===== config.mk =====
export PLATFORM = sky130hd
export DESIGN_NAME = led_head_driver
export DESIGN_NICKNAME = d
export VERILOG_FILES = /design/src/rtl/led_head_driver.v /design/src/rtl/pin_sync.v /design/src/rtl/axil_slave.v
export VERILOG_INCLUDE_DIRS = /design/src /design/src/rtl
export SDC_FILE = /design/constraint.sdc
export NUM_CORES = 1
export LEC_CHECK = 0
export ABC_AREA = 1
export BUFFER_PORTS_ARGS = -buffer_cell sky130_fd_sc_hd__buf_4
export CORE_UTILIZATION = 54
export DETAILED_ROUTE_END_ITERATION = 6
export PLACE_DENSITY_LB_ADDON = 0.12
export SYNTH_ARGS = -nofsm -noshare
export SYNTH_HDL_FRONTEND = slang
export SYNTH_SLANG_ARGS = --single-unit

===== constraint.sdc =====
create_clock -name CLK -period 1.7 [get_ports CLK]
set_input_delay 0.34 -clock CLK [delete_from_list [all_inputs] [get_ports CLK]]
set_output_delay 0.34 -clock CLK [all_outputs]
set_load 0.01 [all_outputs]

===== src/rtl/shift_latch_regs.vh =====
`ifndef SHIFT_LATCH_REGS_VH
`define SHIFT_LATCH_REGS_VH
// byte offsets of the register words
`define OFS_SHIFT_DATA 4'h0
`define OFS_LATCH_DATA 4'h4
`define OFS_CONTROL 4'h8
`define OFS_PINS 4'hc
// control word fields
`define CTL_LATCH_BIT 0
`define CTL_BLANK_BIT 1
`define CTL_STROBE_BIT 2
`define CTL_LAMP_BIT 3
`define CTL_SIN_BIT 4
// reset values
`define CTL_RESET 5'h05
`define SHIFT_RESET 32'h00000000
// timing: shortest shift clock period is 200 ns (5 MHz)
`define SHIFT_MIN_PERIOD_NS 200
`define CLK_PERIOD_NS 25
`define SHIFT_HALF_CYCLES ((`SHIFT_MIN_PERIOD_NS / 2 + `CLK_PERIOD_NS - 1) / `CLK_PERIOD_NS)
`define AXI_OKAY 2'h0
`define AXI_SLVERR 2'h2
`endif


===== src/rtl/led_head_driver.v =====
// Design decisions made here: the register addresses and the AXI4-Lite slave port.
`include "shift_latch_regs.vh"
`timescale 1ns/1ps
`default_nettype none
module led_head_driver #(
    parameter WIDTH = 32 // stages and outputs
) (
    input wire CLK, // system clock, 40 MHz
    input wire RST, // synchronous reset, active high
    input wire SHIFT_CLK, // shift clock pin
    input wire SERIAL_DATA_IN, // serial data pin
    input wire LATCH_N, // latch control pin, low is transparent
    input wire BLANKING_ENABLE, // blanking enable pin
    input wire STROBE, // strobe pin, low enables
    input wire LAMP_CHECK_PIN, // lamp check pin
    input wire PIN_SELECT, // 1 = pins drive, 0 = registers drive
    output reg SERIAL_DATA_OUT, // cascade output
    output reg [WIDTH-1:0] DRIVER_OUTPUTS_O, // open-drain output level
    output reg [WIDTH-1:0] DRIVER_OUTPUTS_OE, // high while pulling low
    input wire [3:0] S_AXI_AWADDR, // write address
    input wire S_AXI_AWVALID, // write address valid
    output wire S_AXI_AWREADY, // write address ready
    input wire [31:0] S_AXI_WDATA, // write data
    input wire [3:0] S_AXI_WSTRB, // write strobes
    input wire S_AXI_WVALID, // write data valid
    output wire S_AXI_WREADY, // write data ready
    output wire [1:0] S_AXI_BRESP, // write response
    output wire S_AXI_BVALID, // write response valid
    input wire S_AXI_BREADY, // write response ready
    input wire [3:0] S_AXI_ARADDR, // read address
    input wire S_AXI_ARVALID, // read address valid
    output wire S_AXI_ARREADY, // read address ready
    output wire [31:0] S_AXI_RDATA, // read data
    output wire [1:0] S_AXI_RRESP, // read response
    output wire S_AXI_RVALID, // read valid
    input wire S_AXI_RREADY // read ready
);
    localparam HALF = `SHIFT_HALF_CYCLES;
    wire sclk_s;
    wire sin_s;
    wire latch_s;
    wire blank_s;
    wire strobe_s;
    wire lamp_s;
    pin_sync u_sclk (.clk(CLK), .rst(RST), .pin_in(SHIFT_CLK),
        .pin_out(sclk_s));
    pin_sync u_sin (.clk(CLK), .rst(RST), .pin_in(SERIAL_DATA_IN),
        .pin_out(sin_s));
    pin_sync u_latch (.clk(CLK), .rst(RST), .pin_in(LATCH_N),
        .pin_out(latch_s));
    pin_sync u_blank (.clk(CLK), .rst(RST), .pin_in(BLANKING_ENABLE),
        .pin_out(blank_s));
    pin_sync u_strobe (.clk(CLK), .rst(RST), .pin_in(STROBE),
        .pin_out(strobe_s));
    pin_sync u_lamp (.clk(CLK), .rst(RST), .pin_in(LAMP_CHECK_PIN),
        .pin_out(lamp_s));
    // source select is a pin too, so it is filtered like the others
    wire sel_s;
    pin_sync u_sel (.clk(CLK), .rst(RST), .pin_in(PIN_SELECT),
        .pin_out(sel_s));
    wire wr_en;
    wire [3:0] wr_addr;
    wire [31:0] wr_data;
    wire [3:0] wr_strb;
    wire rd_en;
    wire [3:0] rd_addr;
    reg [31:0] rd_data;
    reg wr_ok;
    reg rd_ok;
    axil_slave u_bus (
        .clk(CLK), .rst(RST),
        .awaddr(S_AXI_AWADDR), .awvalid(S_AXI_AWVALID),
        .awready(S_AXI_AWREADY),
        .wdata(S_AXI_WDATA), .wstrb(S_AXI_WSTRB), .wvalid(S_AXI_WVALID),
        .wready(S_AXI_WREADY),
        .bresp(S_AXI_BRESP), .bvalid(S_AXI_BVALID), .bready(S_AXI_BREADY),
        .araddr(S_AXI_ARADDR), .arvalid(S_AXI_ARVALID),
        .arready(S_AXI_ARREADY),
        .rdata(S_AXI_RDATA), .rresp(S_AXI_RRESP), .rvalid(S_AXI_RVALID),
        .rready(S_AXI_RREADY),
        .wr_en(wr_en), .wr_addr(wr_addr), .wr_data(wr_data),
        .wr_strb(wr_strb), .wr_ok(wr_ok),
        .rd_en(rd_en), .rd_addr(rd_addr), .rd_data(rd_data), .rd_ok(rd_ok)
    );
    // software control word and shift-step pacing
    reg [4:0] ctl_q;
    reg ctl_sclk_q;
    reg [7:0] pace_q;
    reg [WIDTH-1:0] shift_q;
    reg [WIDTH-1:0] latch_q;
    reg sclk_prev_q;
    wire sel_latch_n = sel_s ? latch_s : ctl_q[`CTL_LATCH_BIT];
    wire sel_blank = sel_s ? blank_s : ctl_q[`CTL_BLANK_BIT];
    wire sel_strobe = sel_s ? strobe_s : ctl_q[`CTL_STROBE_BIT];
    wire sel_lamp = sel_s ? lamp_s : ctl_q[`CTL_LAMP_BIT];
    wire sel_sin = sel_s ? sin_s : ctl_q[`CTL_SIN_BIT];
    wire sel_sclk = sel_s ? sclk_s : ctl_sclk_q;
    wire shift_rise = sel_sclk && !sclk_prev_q;
    always @* begin
        wr_ok = (wr_addr == `OFS_SHIFT_DATA) || (wr_addr == `OFS_CONTROL);
        rd_ok = (rd_addr == `OFS_SHIFT_DATA) ||
            (rd_addr == `OFS_LATCH_DATA) || (rd_addr == `OFS_CONTROL) ||
            (rd_addr == `OFS_PINS);
        case (rd_addr)
            `OFS_SHIFT_DATA: rd_data = shift_q;
            `OFS_LATCH_DATA: rd_data = latch_q;
            `OFS_CONTROL: rd_data = {27'h0000000, ctl_q};
            `OFS_PINS: rd_data = {26'h0000000, sel_sclk, sel_sin,
                sel_lamp, sel_strobe, sel_blank, sel_latch_n};
            default: rd_data = 32'h00000000;
        endcase
    end
    // writing the shift word with byte 0 enabled pulses one software
    // shift clock, stretched to the 5 MHz period so the register source obeys it
    always @(posedge CLK) begin
        if (RST) begin
            ctl_q <= `CTL_RESET;
            ctl_sclk_q <= 1'b0;
            pace_q <= 8'h00;
        end else begin
            if (wr_en && wr_addr == `OFS_CONTROL && wr_strb[0]) begin
                ctl_q <= wr_data[4:0];
            end
            if (wr_en && wr_addr == `OFS_SHIFT_DATA && wr_strb[0] &&
                    pace_q == 8'h00) begin
                ctl_sclk_q <= 1'b1;
                pace_q <= HALF[7:0] + HALF[7:0];
            end else if (pace_q != 8'h00) begin
                pace_q <= pace_q - 8'h01;
                if (pace_q == HALF[7:0]) begin
                    ctl_sclk_q <= 1'b0;
                end
            end
        end
    end
    // shift register, latch and cascade output
    always @(posedge CLK) begin
        if (RST) begin
            shift_q <= `SHIFT_RESET;
            latch_q <= `SHIFT_RESET;
            sclk_prev_q <= 1'b0;
            SERIAL_DATA_OUT <= 1'b0;
        end else begin
            sclk_prev_q <= sel_sclk;
            if (shift_rise) begin
                shift_q <= {shift_q[WIDTH-2:0], sel_sin};
                SERIAL_DATA_OUT <= shift_q[WIDTH-2];
            end
            if (!sel_latch_n) begin
                latch_q <= shift_q;
            end
        end
    end
    // output gating, registered; lamp check forces latch value to ones
    wire [WIDTH-1:0] eff_latch = (sel_lamp && !sel_strobe && sel_blank) ?
        {WIDTH{1'b1}} : latch_q;
    wire [WIDTH-1:0] on_bits = eff_latch &
        {WIDTH{sel_blank && !sel_strobe}};
    always @(posedge CLK) begin
        if (RST) begin
            DRIVER_OUTPUTS_O <= {WIDTH{1'b0}};
            DRIVER_OUTPUTS_OE <= {WIDTH{1'b0}};
        end else begin
            DRIVER_OUTPUTS_O <= {WIDTH{1'b0}};
            DRIVER_OUTPUTS_OE <= on_bits;
        end
    end
endmodule // led_head_driver
`default_nettype wire


===== src/rtl/pin_sync.v =====
`timescale 1ns/1ps
`default_nettype none
// three-stage synchroniser; output moves once stages two and three agree
module pin_sync (
    input wire clk, // clock
    input wire rst, // synchronous reset
    input wire pin_in, // asynchronous input
    output reg pin_out // filtered level
);
    reg s1_q;
    reg s2_q;
    reg s3_q;
    always @(posedge clk) begin
        if (rst) begin
            s1_q <= 1'b0;
            s2_q <= 1'b0;
            s3_q <= 1'b0;
            pin_out <= 1'b0;
        end else begin
            s1_q <= pin_in;
            s2_q <= s1_q;
            s3_q <= s2_q;
            if (s2_q == s3_q) begin
                pin_out <= s3_q;
            end
        end
    end
endmodule // pin_sync
`default_nettype wire


===== src/rtl/axil_slave.v =====
`timescale 1ns/1ps
`default_nettype none
`include "shift_latch_regs.vh"
// axi4-lite slave front end; exposes one write strobe and one read strobe
module axil_slave (
    input wire clk, // clock
    input wire rst, // synchronous reset
    input wire [3:0] awaddr, // write address
    input wire awvalid, // write address valid
    output reg awready, // write address ready
    input wire [31:0] wdata, // write data
    input wire [3:0] wstrb, // write strobes
    input wire wvalid, // write data valid
    output reg wready, // write data ready
    output reg [1:0] bresp, // write response
    output reg bvalid, // write response valid
    input wire bready, // write response ready
    input wire [3:0] araddr, // read address
    input wire arvalid, // read address valid
    output reg arready, // read address ready
    output reg [31:0] rdata, // read data
    output reg [1:0] rresp, // read response
    output reg rvalid, // read valid
    input wire rready, // read ready
    output reg wr_en, // one-cycle write strobe
    output reg [3:0] wr_addr, // write address
    output reg [31:0] wr_data, // write data
    output reg [3:0] wr_strb, // write byte enables
    input wire wr_ok, // address mapped
    output reg rd_en, // one-cycle read strobe
    output reg [3:0] rd_addr, // read address
    input wire [31:0] rd_data, // read word, valid with rd_en
    input wire rd_ok // address mapped
);
    reg aw_got_q;
    reg w_got_q;
    always @(posedge clk) begin
        if (rst) begin
            awready <= 1'b1;
            wready <= 1'b1;
            bvalid <= 1'b0;
            bresp <= `AXI_OKAY;
            aw_got_q <= 1'b0;
            w_got_q <= 1'b0;
            wr_en <= 1'b0;
            wr_addr <= 4'h0;
            wr_data <= 32'h00000000;
            wr_strb <= 4'h0;
        end else begin
            wr_en <= 1'b0;
            if (awvalid && awready) begin
                wr_addr <= awaddr;
                aw_got_q <= 1'b1;
                awready <= 1'b0;
            end
            if (wvalid && wready) begin
                wr_data <= wdata;
                wr_strb <= wstrb;
                w_got_q <= 1'b1;
                wready <= 1'b0;
            end
            if (aw_got_q && w_got_q && !bvalid && !wr_en) begin
                wr_en <= 1'b1;
            end
            if (wr_en) begin
                bvalid <= 1'b1;
                bresp <= wr_ok ? `AXI_OKAY : `AXI_SLVERR;
            end
            if (bvalid && bready) begin
                bvalid <= 1'b0;
                aw_got_q <= 1'b0;
                w_got_q <= 1'b0;
                awready <= 1'b1;
                wready <= 1'b1;
            end
        end
    end
    always @(posedge clk) begin
        if (rst) begin
            arready <= 1'b1;
            rvalid <= 1'b0;
            rdata <= 32'h00000000;
            rresp <= `AXI_OKAY;
            rd_en <= 1'b0;
            rd_addr <= 4'h0;
        end else begin
            rd_en <= 1'b0;
            if (arvalid && arready) begin
                rd_addr <= araddr;
                arready <= 1'b0;
                rd_en <= 1'b1;
            end
            if (rd_en) begin
                rvalid <= 1'b1;
                rdata <= rd_ok ? rd_data : 32'h00000000;
                rresp <= rd_ok ? `AXI_OKAY : `AXI_SLVERR;
            end
            if (rvalid && rready) begin
                rvalid <= 1'b0;
                arready <= 1'b1;
            end
        end
    end
endmodule // axil_slave
`default_nettype wire


==> metrics, run 1 <==
row count 42; sequential share of the synthesized area 53.8%; Clock Latency Late Sink 430 ps; syn_area_per_cell 7.92 um^2; detailed-route via count 5955; count leader, synth dfxtp_1; gr usage total 22.6%; vias in the first global route 5378; Finished Core Util 65.9%; I/O pin count 164; Max Clock Freq 685 MHz; setup TNS 0 ps; Final Skew 9.20 ps; YS warnings 0; Post-CTS Hold Fix Bufs 0; CTS root buf clkbuf_16; Leak 3.57 nW; kind of end point of the critical path flip-flop; global-route wire length before repair 25.4 mm; post-synthesis register bit count 196; maximum vdd drop 564 uV; Diodes inserted 0; synth top area cells dfxtp_1, a21oi_1, nor2_1; H-tree depth 4; grt ovf 0; RSZ-0062 raised after global routing false; Startpoint Class flip-flop; area grow syn2layout 19.2%; CP max stage delay 380 ps; largest net degree at the start of global routing 65; Syn Inst Count 920; Hold Slack 109 ps; Design Area, Final 0.00869 mm^2; Starting DRT DRC Count 437; CTS clk-pin slew, worst paths 60 ps; max-cap violations 0; failing checks design-rule violations; most instantiated cells after synthesis dfxtp_1, nor2_1, a21oi_1; fin crit period 1460 ps; final max-slew violation count 0; Fin. Hold Viols 0; CP max-delay cell dfxtp_1; Routed WL 15.2 mm; Setup Crit Path Kind flip-flop to flip-flop; Initial Util 55.3%; post-CTS resize count 0; setup bufs post-CTS 0; port bufs 99; multi-input logic area 0.00272 mm^2; DP Area 0.00816 mm^2; antenna violations before repair 0; final net count 1070; Worst EP arrival 1820 ps; Die Wd 118 um; status complete, but fails checks; pwr/cell area 1090 mW/mm^2; placed cells 1168; CP max FO 5; detailed placement HPWL 9.91 mm; final non-filler cell total 1200; number of flops mapped to enable cells by yosys 0; clock tree sinks 196; drt pass-1 iters 7; Worst Path Required 2060 ps; # fillers 1165; storage element area 0.00392 mm^2; CTS tree yes; TritonCTS buffer count 17; HP Class input pin to flip-flop; Post-synth top flop dfxtp_1; core area 0.0132 mm^2; async set-reset flop share out of synthesis 0%; Synth cell types 31; DRT antenna net count 0; clock buffer depth 2; via/cell ratio 4.96; final setup violating endpoints 0; fraction of layout cells with a size suffix above 1 16.0%; Remaining DRCs 1; die height 118 um; DR WL/cell 12.6 um; critical-path cell list inv_1, ha_1, nand2_1, nor2_2, buf_4, nand3b_1, nor2_1; die area 0.0140 mm^2; mapped cell area 0.00729 mm^2; Placer Congestion 0.763; Final period util 85.9%; Yosys top cell by area dfxtp_1; Synth top area share 53.8%
## registers in the layout, summed over array words and instances (netlist names), 4 cells and up
signal and flops:
DRIVER_OUTPUTS_OE 32, u_bus.rd_addr 4, u_bus.wr_data 5, latch_q 32, u_bus.rdata 32, shift_q 31
ctl_q 5, pace_q 8, u_bus.wr_addr 4
## metal layers
layer / track usage [%] / routed length (um) / up-vias
li1: - / - / 3098
met1: 30.6 / 7300 / 2663
met2: 36.1 / 6890 / 175
met3: 4.44 / 797 / 19
met4: 7.53 / 180 / 0
met5: 0 / 0 / -
## where the power goes
part	internal (mW)	switching [mW]	total [mW]	leakage, nW
logic	0.375	0.623	0.999	1.72
registers	4.74	0.102	4.84	1.59
clock network	1.98	1.64	3.62	0.260
total	7.10	2.36	9.46	3.57
## worst max-delay path: cells and delay by family, from the launching register on
kind,cells,cell delay [ps]
AND/OR/NAND/NOR,4,560
flip-flops,1,380
adder cells (fa/ha/maj),1,250
buffers and inverters,2,220
## path summary, 6_finish.rpt
check / to / slack, ps / cells after the start / startpoint
setup reg to reg: pace_q[6] / 240 / 7 / pace_q[0]
setup / recovery: pace_q[6] / 240 / 7 / pace_q[0]
hold / removal: u_sclk.s1_q / 110 / 3 / SHIFT_CLK
hold reg to reg: u_strobe.s2_q / 400 / 2 / u_strobe.s1_q
## cell usage in the layout (no fill, tap or decap), drive strengths merged
| cell type | count |
|---|---|
| dfxtp | 196 |
| nor2 | 135 |
| buf | 124 |
| a21oi | 120 |
| nand2 | 118 |
| o21ai | 115 |
| inv | 75 |
| nand3 | 52 |
| conb | 34 |
| clkbuf | 24 |
| clkinv | 7 |
| o21bai | 5 |
| nand4 | 3 |
| nor3 | 3 |
| xnor2 | 2 |
| xor2 | 2 |
| a211oi | 2 |
| clkinvlp | 2 |
| nor3b | 1 |
| nand3b | 1 |
| o21a | 1 |
| a31oi | 1 |
| ha | 1 |
## stage by stage
step | setup WS (ps) | total power [mW]
floorplan | 367 | 5.68
global placement | 298 | 5.90
detailed placement | 241 | 5.94
CTS | 230 | 9.51
global route | 68.0 | 9.87
finish | 240 | 9.46
## cell families (layout without fill, tap and decap cells)
family          after synthesis  in the layout  share of synthesized area (%)
compound gates              244            244                           17.2
simple gates                313            313                           17.6
flops                       196            196                           53.8
other cells                   1             34                         0.0514
xor+xnor                      4              4                          0.481
fa+ha+maj                     1              1                          0.172
buf+inv                     161            232                           10.6
## layout make-up
type	count	share of cell area [%]
multi-input combinational	596	31.3
inverter	76	3.28
tap	176	2.53
clock inverter	8	0.605
clock buffer	24	5.54
sequential	196	45.2
timing repair buffer	124	11.6
(Power assumes the default switching activity.)
==> run 2, diff against run 1 <==
- CTS_BUF_LIST: default -> sky130_fd_sc_hd__clkbuf_16
==> run 2 against run 1 <==
The run now ends clean. Sequential cell count unchanged. Critical path depth unchanged. Clock-buffer cell count down 7. Combinational power about the same. Cell count unchanged. Die area unchanged. Core utilization down 0.23 points. Worst setup slack about the same. First-iteration DRC count down 3.7%. Final area down 0.35%.
==> metrics, run 2 (synthesis gave the netlist of run 1 again) <==
antenna violations before repair 0; gr busiest metal met2; H-tree depth 4; setup bufs post-CTS 0; maximum vdd drop 567 uV; post-CTS resize count 0; final max-slew violation count 0; Design Area, Final 0.00866 mm^2; I/O pin count 164; commonest cells after routing, fill and taps aside dfxtp_1, nor2_1, a21oi_1, buf_4, nand2_1; pwr/cell area 1070 mW/mm^2; global-route wire length before repair 25.4 mm; TritonCTS buffer count 17; grt ovf 0; DRT antenna net count 0; gr usage total 22.6%; CP max FO 5; area grow syn2layout 18.8%; HP Class input pin to flip-flop; drt pass-1 iters 6; Remaining DRCs 0; kind of end point of the critical path flip-flop; Clock Latency Late Sink 430 ps; fin crit period 1460 ps; core area 0.0132 mm^2; port bufs 99; Fin. Hold Viols 0; Die Wd 118 um; Hold Slack 107 ps; CTS root buf clkbuf_16; die area 0.0140 mm^2; Starting DRT DRC Count 421; vias in the first global route 5363; row count 42; hold_sp SHIFT_CLK; critical-path cell list inv_1, ha_1, nand2_1, nor2_2, buf_4, nand3b_1, nor2_1; status finished, final reports clean; r2r startpoint pace_q[0]; # fillers 1169; Final period util 85.9%; Placer Congestion 0.763; grt met2 use 36.1%; Routed WL 15.2 mm; die height 118 um; largest net degree at the start of global routing 65; commonest non-fill, non-tap cell in the layout dfxtp_1; CP max stage delay 380 ps; Endpoint, Worst Hold u_sclk.s1_q; largest registers DRIVER_OUTPUTS_OE (32), latch_q (32), u_bus.rdata (32); Finished Core Util 65.7%; r2r endpoint pace_q[6]; worst r2r path cells 7; detailed-route via count 5962; final net count 1070; Hold Path Cell Cnt 3; Setup Crit Path Kind flip-flop to flip-flop; fraction of layout cells with a size suffix above 1 15.7%; max-cap violations 0; Worst Path Required 2060 ps; Worst EP arrival 1820 ps; reg-to-reg slack, setup 240 ps; Initial Util 55.3%; clock tree sinks 196; detailed placement HPWL 9.91 mm; Final Skew 9.34 ps; final setup violating endpoints 0; clock buffer depth 2; DP Area 0.00816 mm^2; met1 Usage GRT 30.6%; via/cell ratio 4.97; Diodes inserted 0; Post-CTS Hold Fix Bufs 0; CP max-delay cell dfxtp_1; Leak 3.57 nW; setup TNS 0 ps; DR WL/cell 12.7 um; CTS clk-pin slew, worst paths 60 ps; Startpoint Class flip-flop; met3 usage 4.44%; RSZ-0062 raised after global routing false; CTS tree yes; Max Clock Freq 685 MHz
[run 2: cell count changes in the layout (fill, tap and decap cells not counted), sizes merged]
cell	before	now
clkbuf	24	17
inv	75	79
clkinv	7	10
[run 2: worst max path at each step]
stage,startpoint,end,slack (ps),cells after the start
floorplan,pace_q[0],pace_q[2],370,7
global placement,pace_q[0],pace_q[2],300,7
detailed placement,pace_q[0],pace_q[7],240,7
CTS,pace_q[0],pace_q[6],230,7
global route,pace_q[0],pace_q[5],70,7
finish,pace_q[0],pace_q[6],240,7
[run 2: critical path, delay by kind of cell (launching register included)]
| family | cells | cell delay (ps) |
|---|---|---|
| and+or+nand+nor | 4 | 560 |
| DFF | 1 | 380 |
| adders and majority gates | 1 | 250 |
| buffers and inverters | 2 | 220 |
[run 2: metal layers]
| metal | wire length (um) | vias up |
|---|---|---|
| met3 | 662 | 15 |
| met1 | 7390 | 2703 |
| met5 | 0 | - |
| met4 | 169 | 0 |
| li1 | - | 3102 |
| met2 | 6980 | 142 |
[run 2: cell type report]
class	count	area (um^2)	share of cell area, %
Clock buffer	17	425	4.91
Sequential cell	196	3920	45.3
Clock inverter	15	78.8	0.910
Multi-Input combinational cell	596	2720	31.4
Tap cell	176	220	2.54
Inverter	76	285	3.29
Timing Repair Buffer	124	1010	11.6
[run 2: through the flow]
stage	power [mW]	setup slack [ps]	std cells
5_1_grt	9.71	68.0	1200
3_3_place_gp	5.90	298	1168
2_1_floorplan	5.68	367	953
4_1_cts	9.35	230	1200
6_report	9.30	240	1200
3_5_place_dp	5.94	241	1168
[run 2: report_power, final]
| part | leakage (nW) | internal [mW] | switching (mW) |
|---|---|---|---|
| Combinational | 1.72 | 0.375 | 0.624 |
| Sequential | 1.59 | 4.74 | 0.102 |
| Clock | 0.260 | 1.82 | 1.64 |
| Total | 3.57 | 6.94 | 2.37 |
==> run 3, diff against run 2 <==
- ABC_AREA: 1 -> default
==> run 3 against run 2 <==
Maximum frequency is 8.4% lower. Wire length grew 4.9%. Clock skew fell by 1.9 ps. Largest cell class unchanged. Power up 2.8%. Clock-buffer cell count unchanged. Synthesized cell count fell by 12%. Clock power rose by 2%. Core utilization rose by 0.54 points. Non-clock buffer count up 3. Critical endpoint is now DRIVER_OUTPUTS_OE[23].
==> metrics, run 3 <==
clock buffer depth 2; total power draw 9.56 mW; commonest cells after routing, fill and taps aside dfxtp_1, nand2_1, buf_4, a21oi_1, o21ai_0; most instantiated cells after synthesis dfxtp_1, nand2_1, a21oi_1; detailed placement HPWL 10.5 mm; Post-synth top flop dfxtp_1; final max-slew violation count 0; async set-reset flop share out of synthesis 0%; Startpoint Class flip-flop; CP max stage delay 530 ps; Diodes inserted 0; YS warnings 0; syn_area_per_cell 9.07 um^2; I/O pin count 164; Remaining DRCs 0; Setup Crit Path Kind flip-flop to flip-flop; grt ovf 0; detailed-route via count 5925; HP Class input pin to flip-flop; kind of end point of the critical path flip-flop; number of flops mapped to enable cells by yosys 0; mapped cell area 0.00735 mm^2; RSZ-0062 raised after global routing false; Leak 3.29 nW; Post-CTS Hold Fix Bufs 0; Worst Path Required 2070 ps; area grow syn2layout 19.3%; port bufs 99; clock tree sinks 196; CP max FO 32; count leader, synth dfxtp_1; Fin. Hold Viols 0; Synth cell types 51; gr usage total 23.6%; placed cells 1057; Final period util 93.8%; fraction of layout cells with a size suffix above 1 19.3%; fin crit period 1590 ps; CTS tree yes; commonest non-fill, non-tap cell in the layout dfxtp_1; Routed WL 16.0 mm; core area 0.0132 mm^2; Final Skew 7.45 ps; Worst Path Buf+Inv 1; setup TNS 0 ps; CP max-delay cell or3b_2; Clock Latency Late Sink 430 ps; Syn Inst Count 810; vias in the first global route 5385; status finished, final reports clean; post-CTS resize count 0; drt pass-1 iters 5; sequential share of the synthesized area 53.4%; critical-path cell list or3b_2, a21oi_2, buf_12, o21a_1; final net count 959; CTS clk-pin slew, worst paths 60 ps; row count 42; die area 0.0141 mm^2; Die Wd 119 um; synth top area cells dfxtp_1, a21oi_1, nand2_1; CP top delay family simple AND/OR/NAND/NOR gates; die height 119 um; Yosys top cell by area dfxtp_1; largest registers DRIVER_OUTPUTS_OE (32), latch_q (32), u_bus.rdata (32); antenna violations before repair 0; post-synthesis register bit count 196; max-cap violations 0; pwr/cell area 1090 mW/mm^2; final setup violating endpoints 0; final non-filler cell total 1086; global-route wire length before repair 26.4 mm; Worst EP arrival 1960 ps; maximum vdd drop 629 uV; DRT antenna net count 0; Initial Util 55.5%; largest net degree at the start of global routing 49; via/cell ratio 5.46; Max Clock Freq 627 MHz; Starting DRT DRC Count 373; Placer Congestion 0.943; H-tree depth 4; DR WL/cell 14.7 um; TritonCTS buffer count 17; CTS root buf clkbuf_16; Synth top area share 53.4%; setup bufs post-CTS 0
[run 3: changes by cell type after synthesis, sizes merged, moves of 20 or more]
cell and delta:
nor2 -125, a22oi +27, inv -69, o21ai -40
a21oi -20, nor2b +29, o21a +33
[run 3: kinds of logic (layout without fill, tap and decap cells)]
| group | after synthesis | after routing | share of synthesized area [%] |
|---|---|---|---|
| buffers and inverters | 95 | 162 | 6.93 |
| other | 1 | 34 | 0.0510 |
| adders and majority gates | 1 | 1 | 0.170 |
| and+or+nand+nor | 244 | 244 | 16.6 |
| muxes | 14 | 14 | 2.11 |
| AOI/OAI and AO/OA | 259 | 259 | 20.8 |
| DFF | 196 | 196 | 53.4 |
[run 3: report_power, final]
part           switching (mW)  internal, mW
clock                    1.58          1.94
combinational           0.596         0.513
sequential              0.193          4.74
total                    2.37          7.19
[run 3: area by class of cell]
cell class,instances,area (um^2)
Sequential cell,196,3930
Fill cell,1113,4480
Timing Repair Buffer,127,1030
Multi-Input combinational cell,552,3070
Tap cell,176,220
Inverter,6,22.5
Clock buffer,17,425
Clock inverter,12,77.6
[run 3: routing by layer]
layer  global-route usage (%)  vias to the layer above  share of wire, %
li1                         -                     2945                 -
met1                     29.9                     2781                45
met2                     39.4                      178                49
met3                     4.39                       21               4.4
met4                     9.57                        0               1.6
met5                        0                        -                 0
[run 3: final timing paths]
check	start	end	slack, ps	depth (start not counted)
worst max-delay path	u_sel.pin_out	DRIVER_OUTPUTS_OE[23]	110	4
worst min register to register	u_lamp.s1_q	u_lamp.s2_q	440	1
worst min-delay path	PIN_SELECT	u_sel.s1_q	120	2
worst max register to register	u_sel.pin_out	DRIVER_OUTPUTS_OE[23]	110	4
[run 3: stage by stage]
step / utilization [%] / worst slack (ps) / area, um^2 / hold WS [ps]
2_1_floorplan: - / 123 / 7470 / 414
3_3_place_gp: 62.3 / 85.4 / 8250 / 420
3_5_place_dp: 62.3 / 25.3 / 8250 / 424
4_1_cts: 66.1 / 6.55 / 8760 / 101
5_1_grt: 66.2 / 17.7 / 8770 / 126
6_report: 66.2 / 106 / 8770 / 120
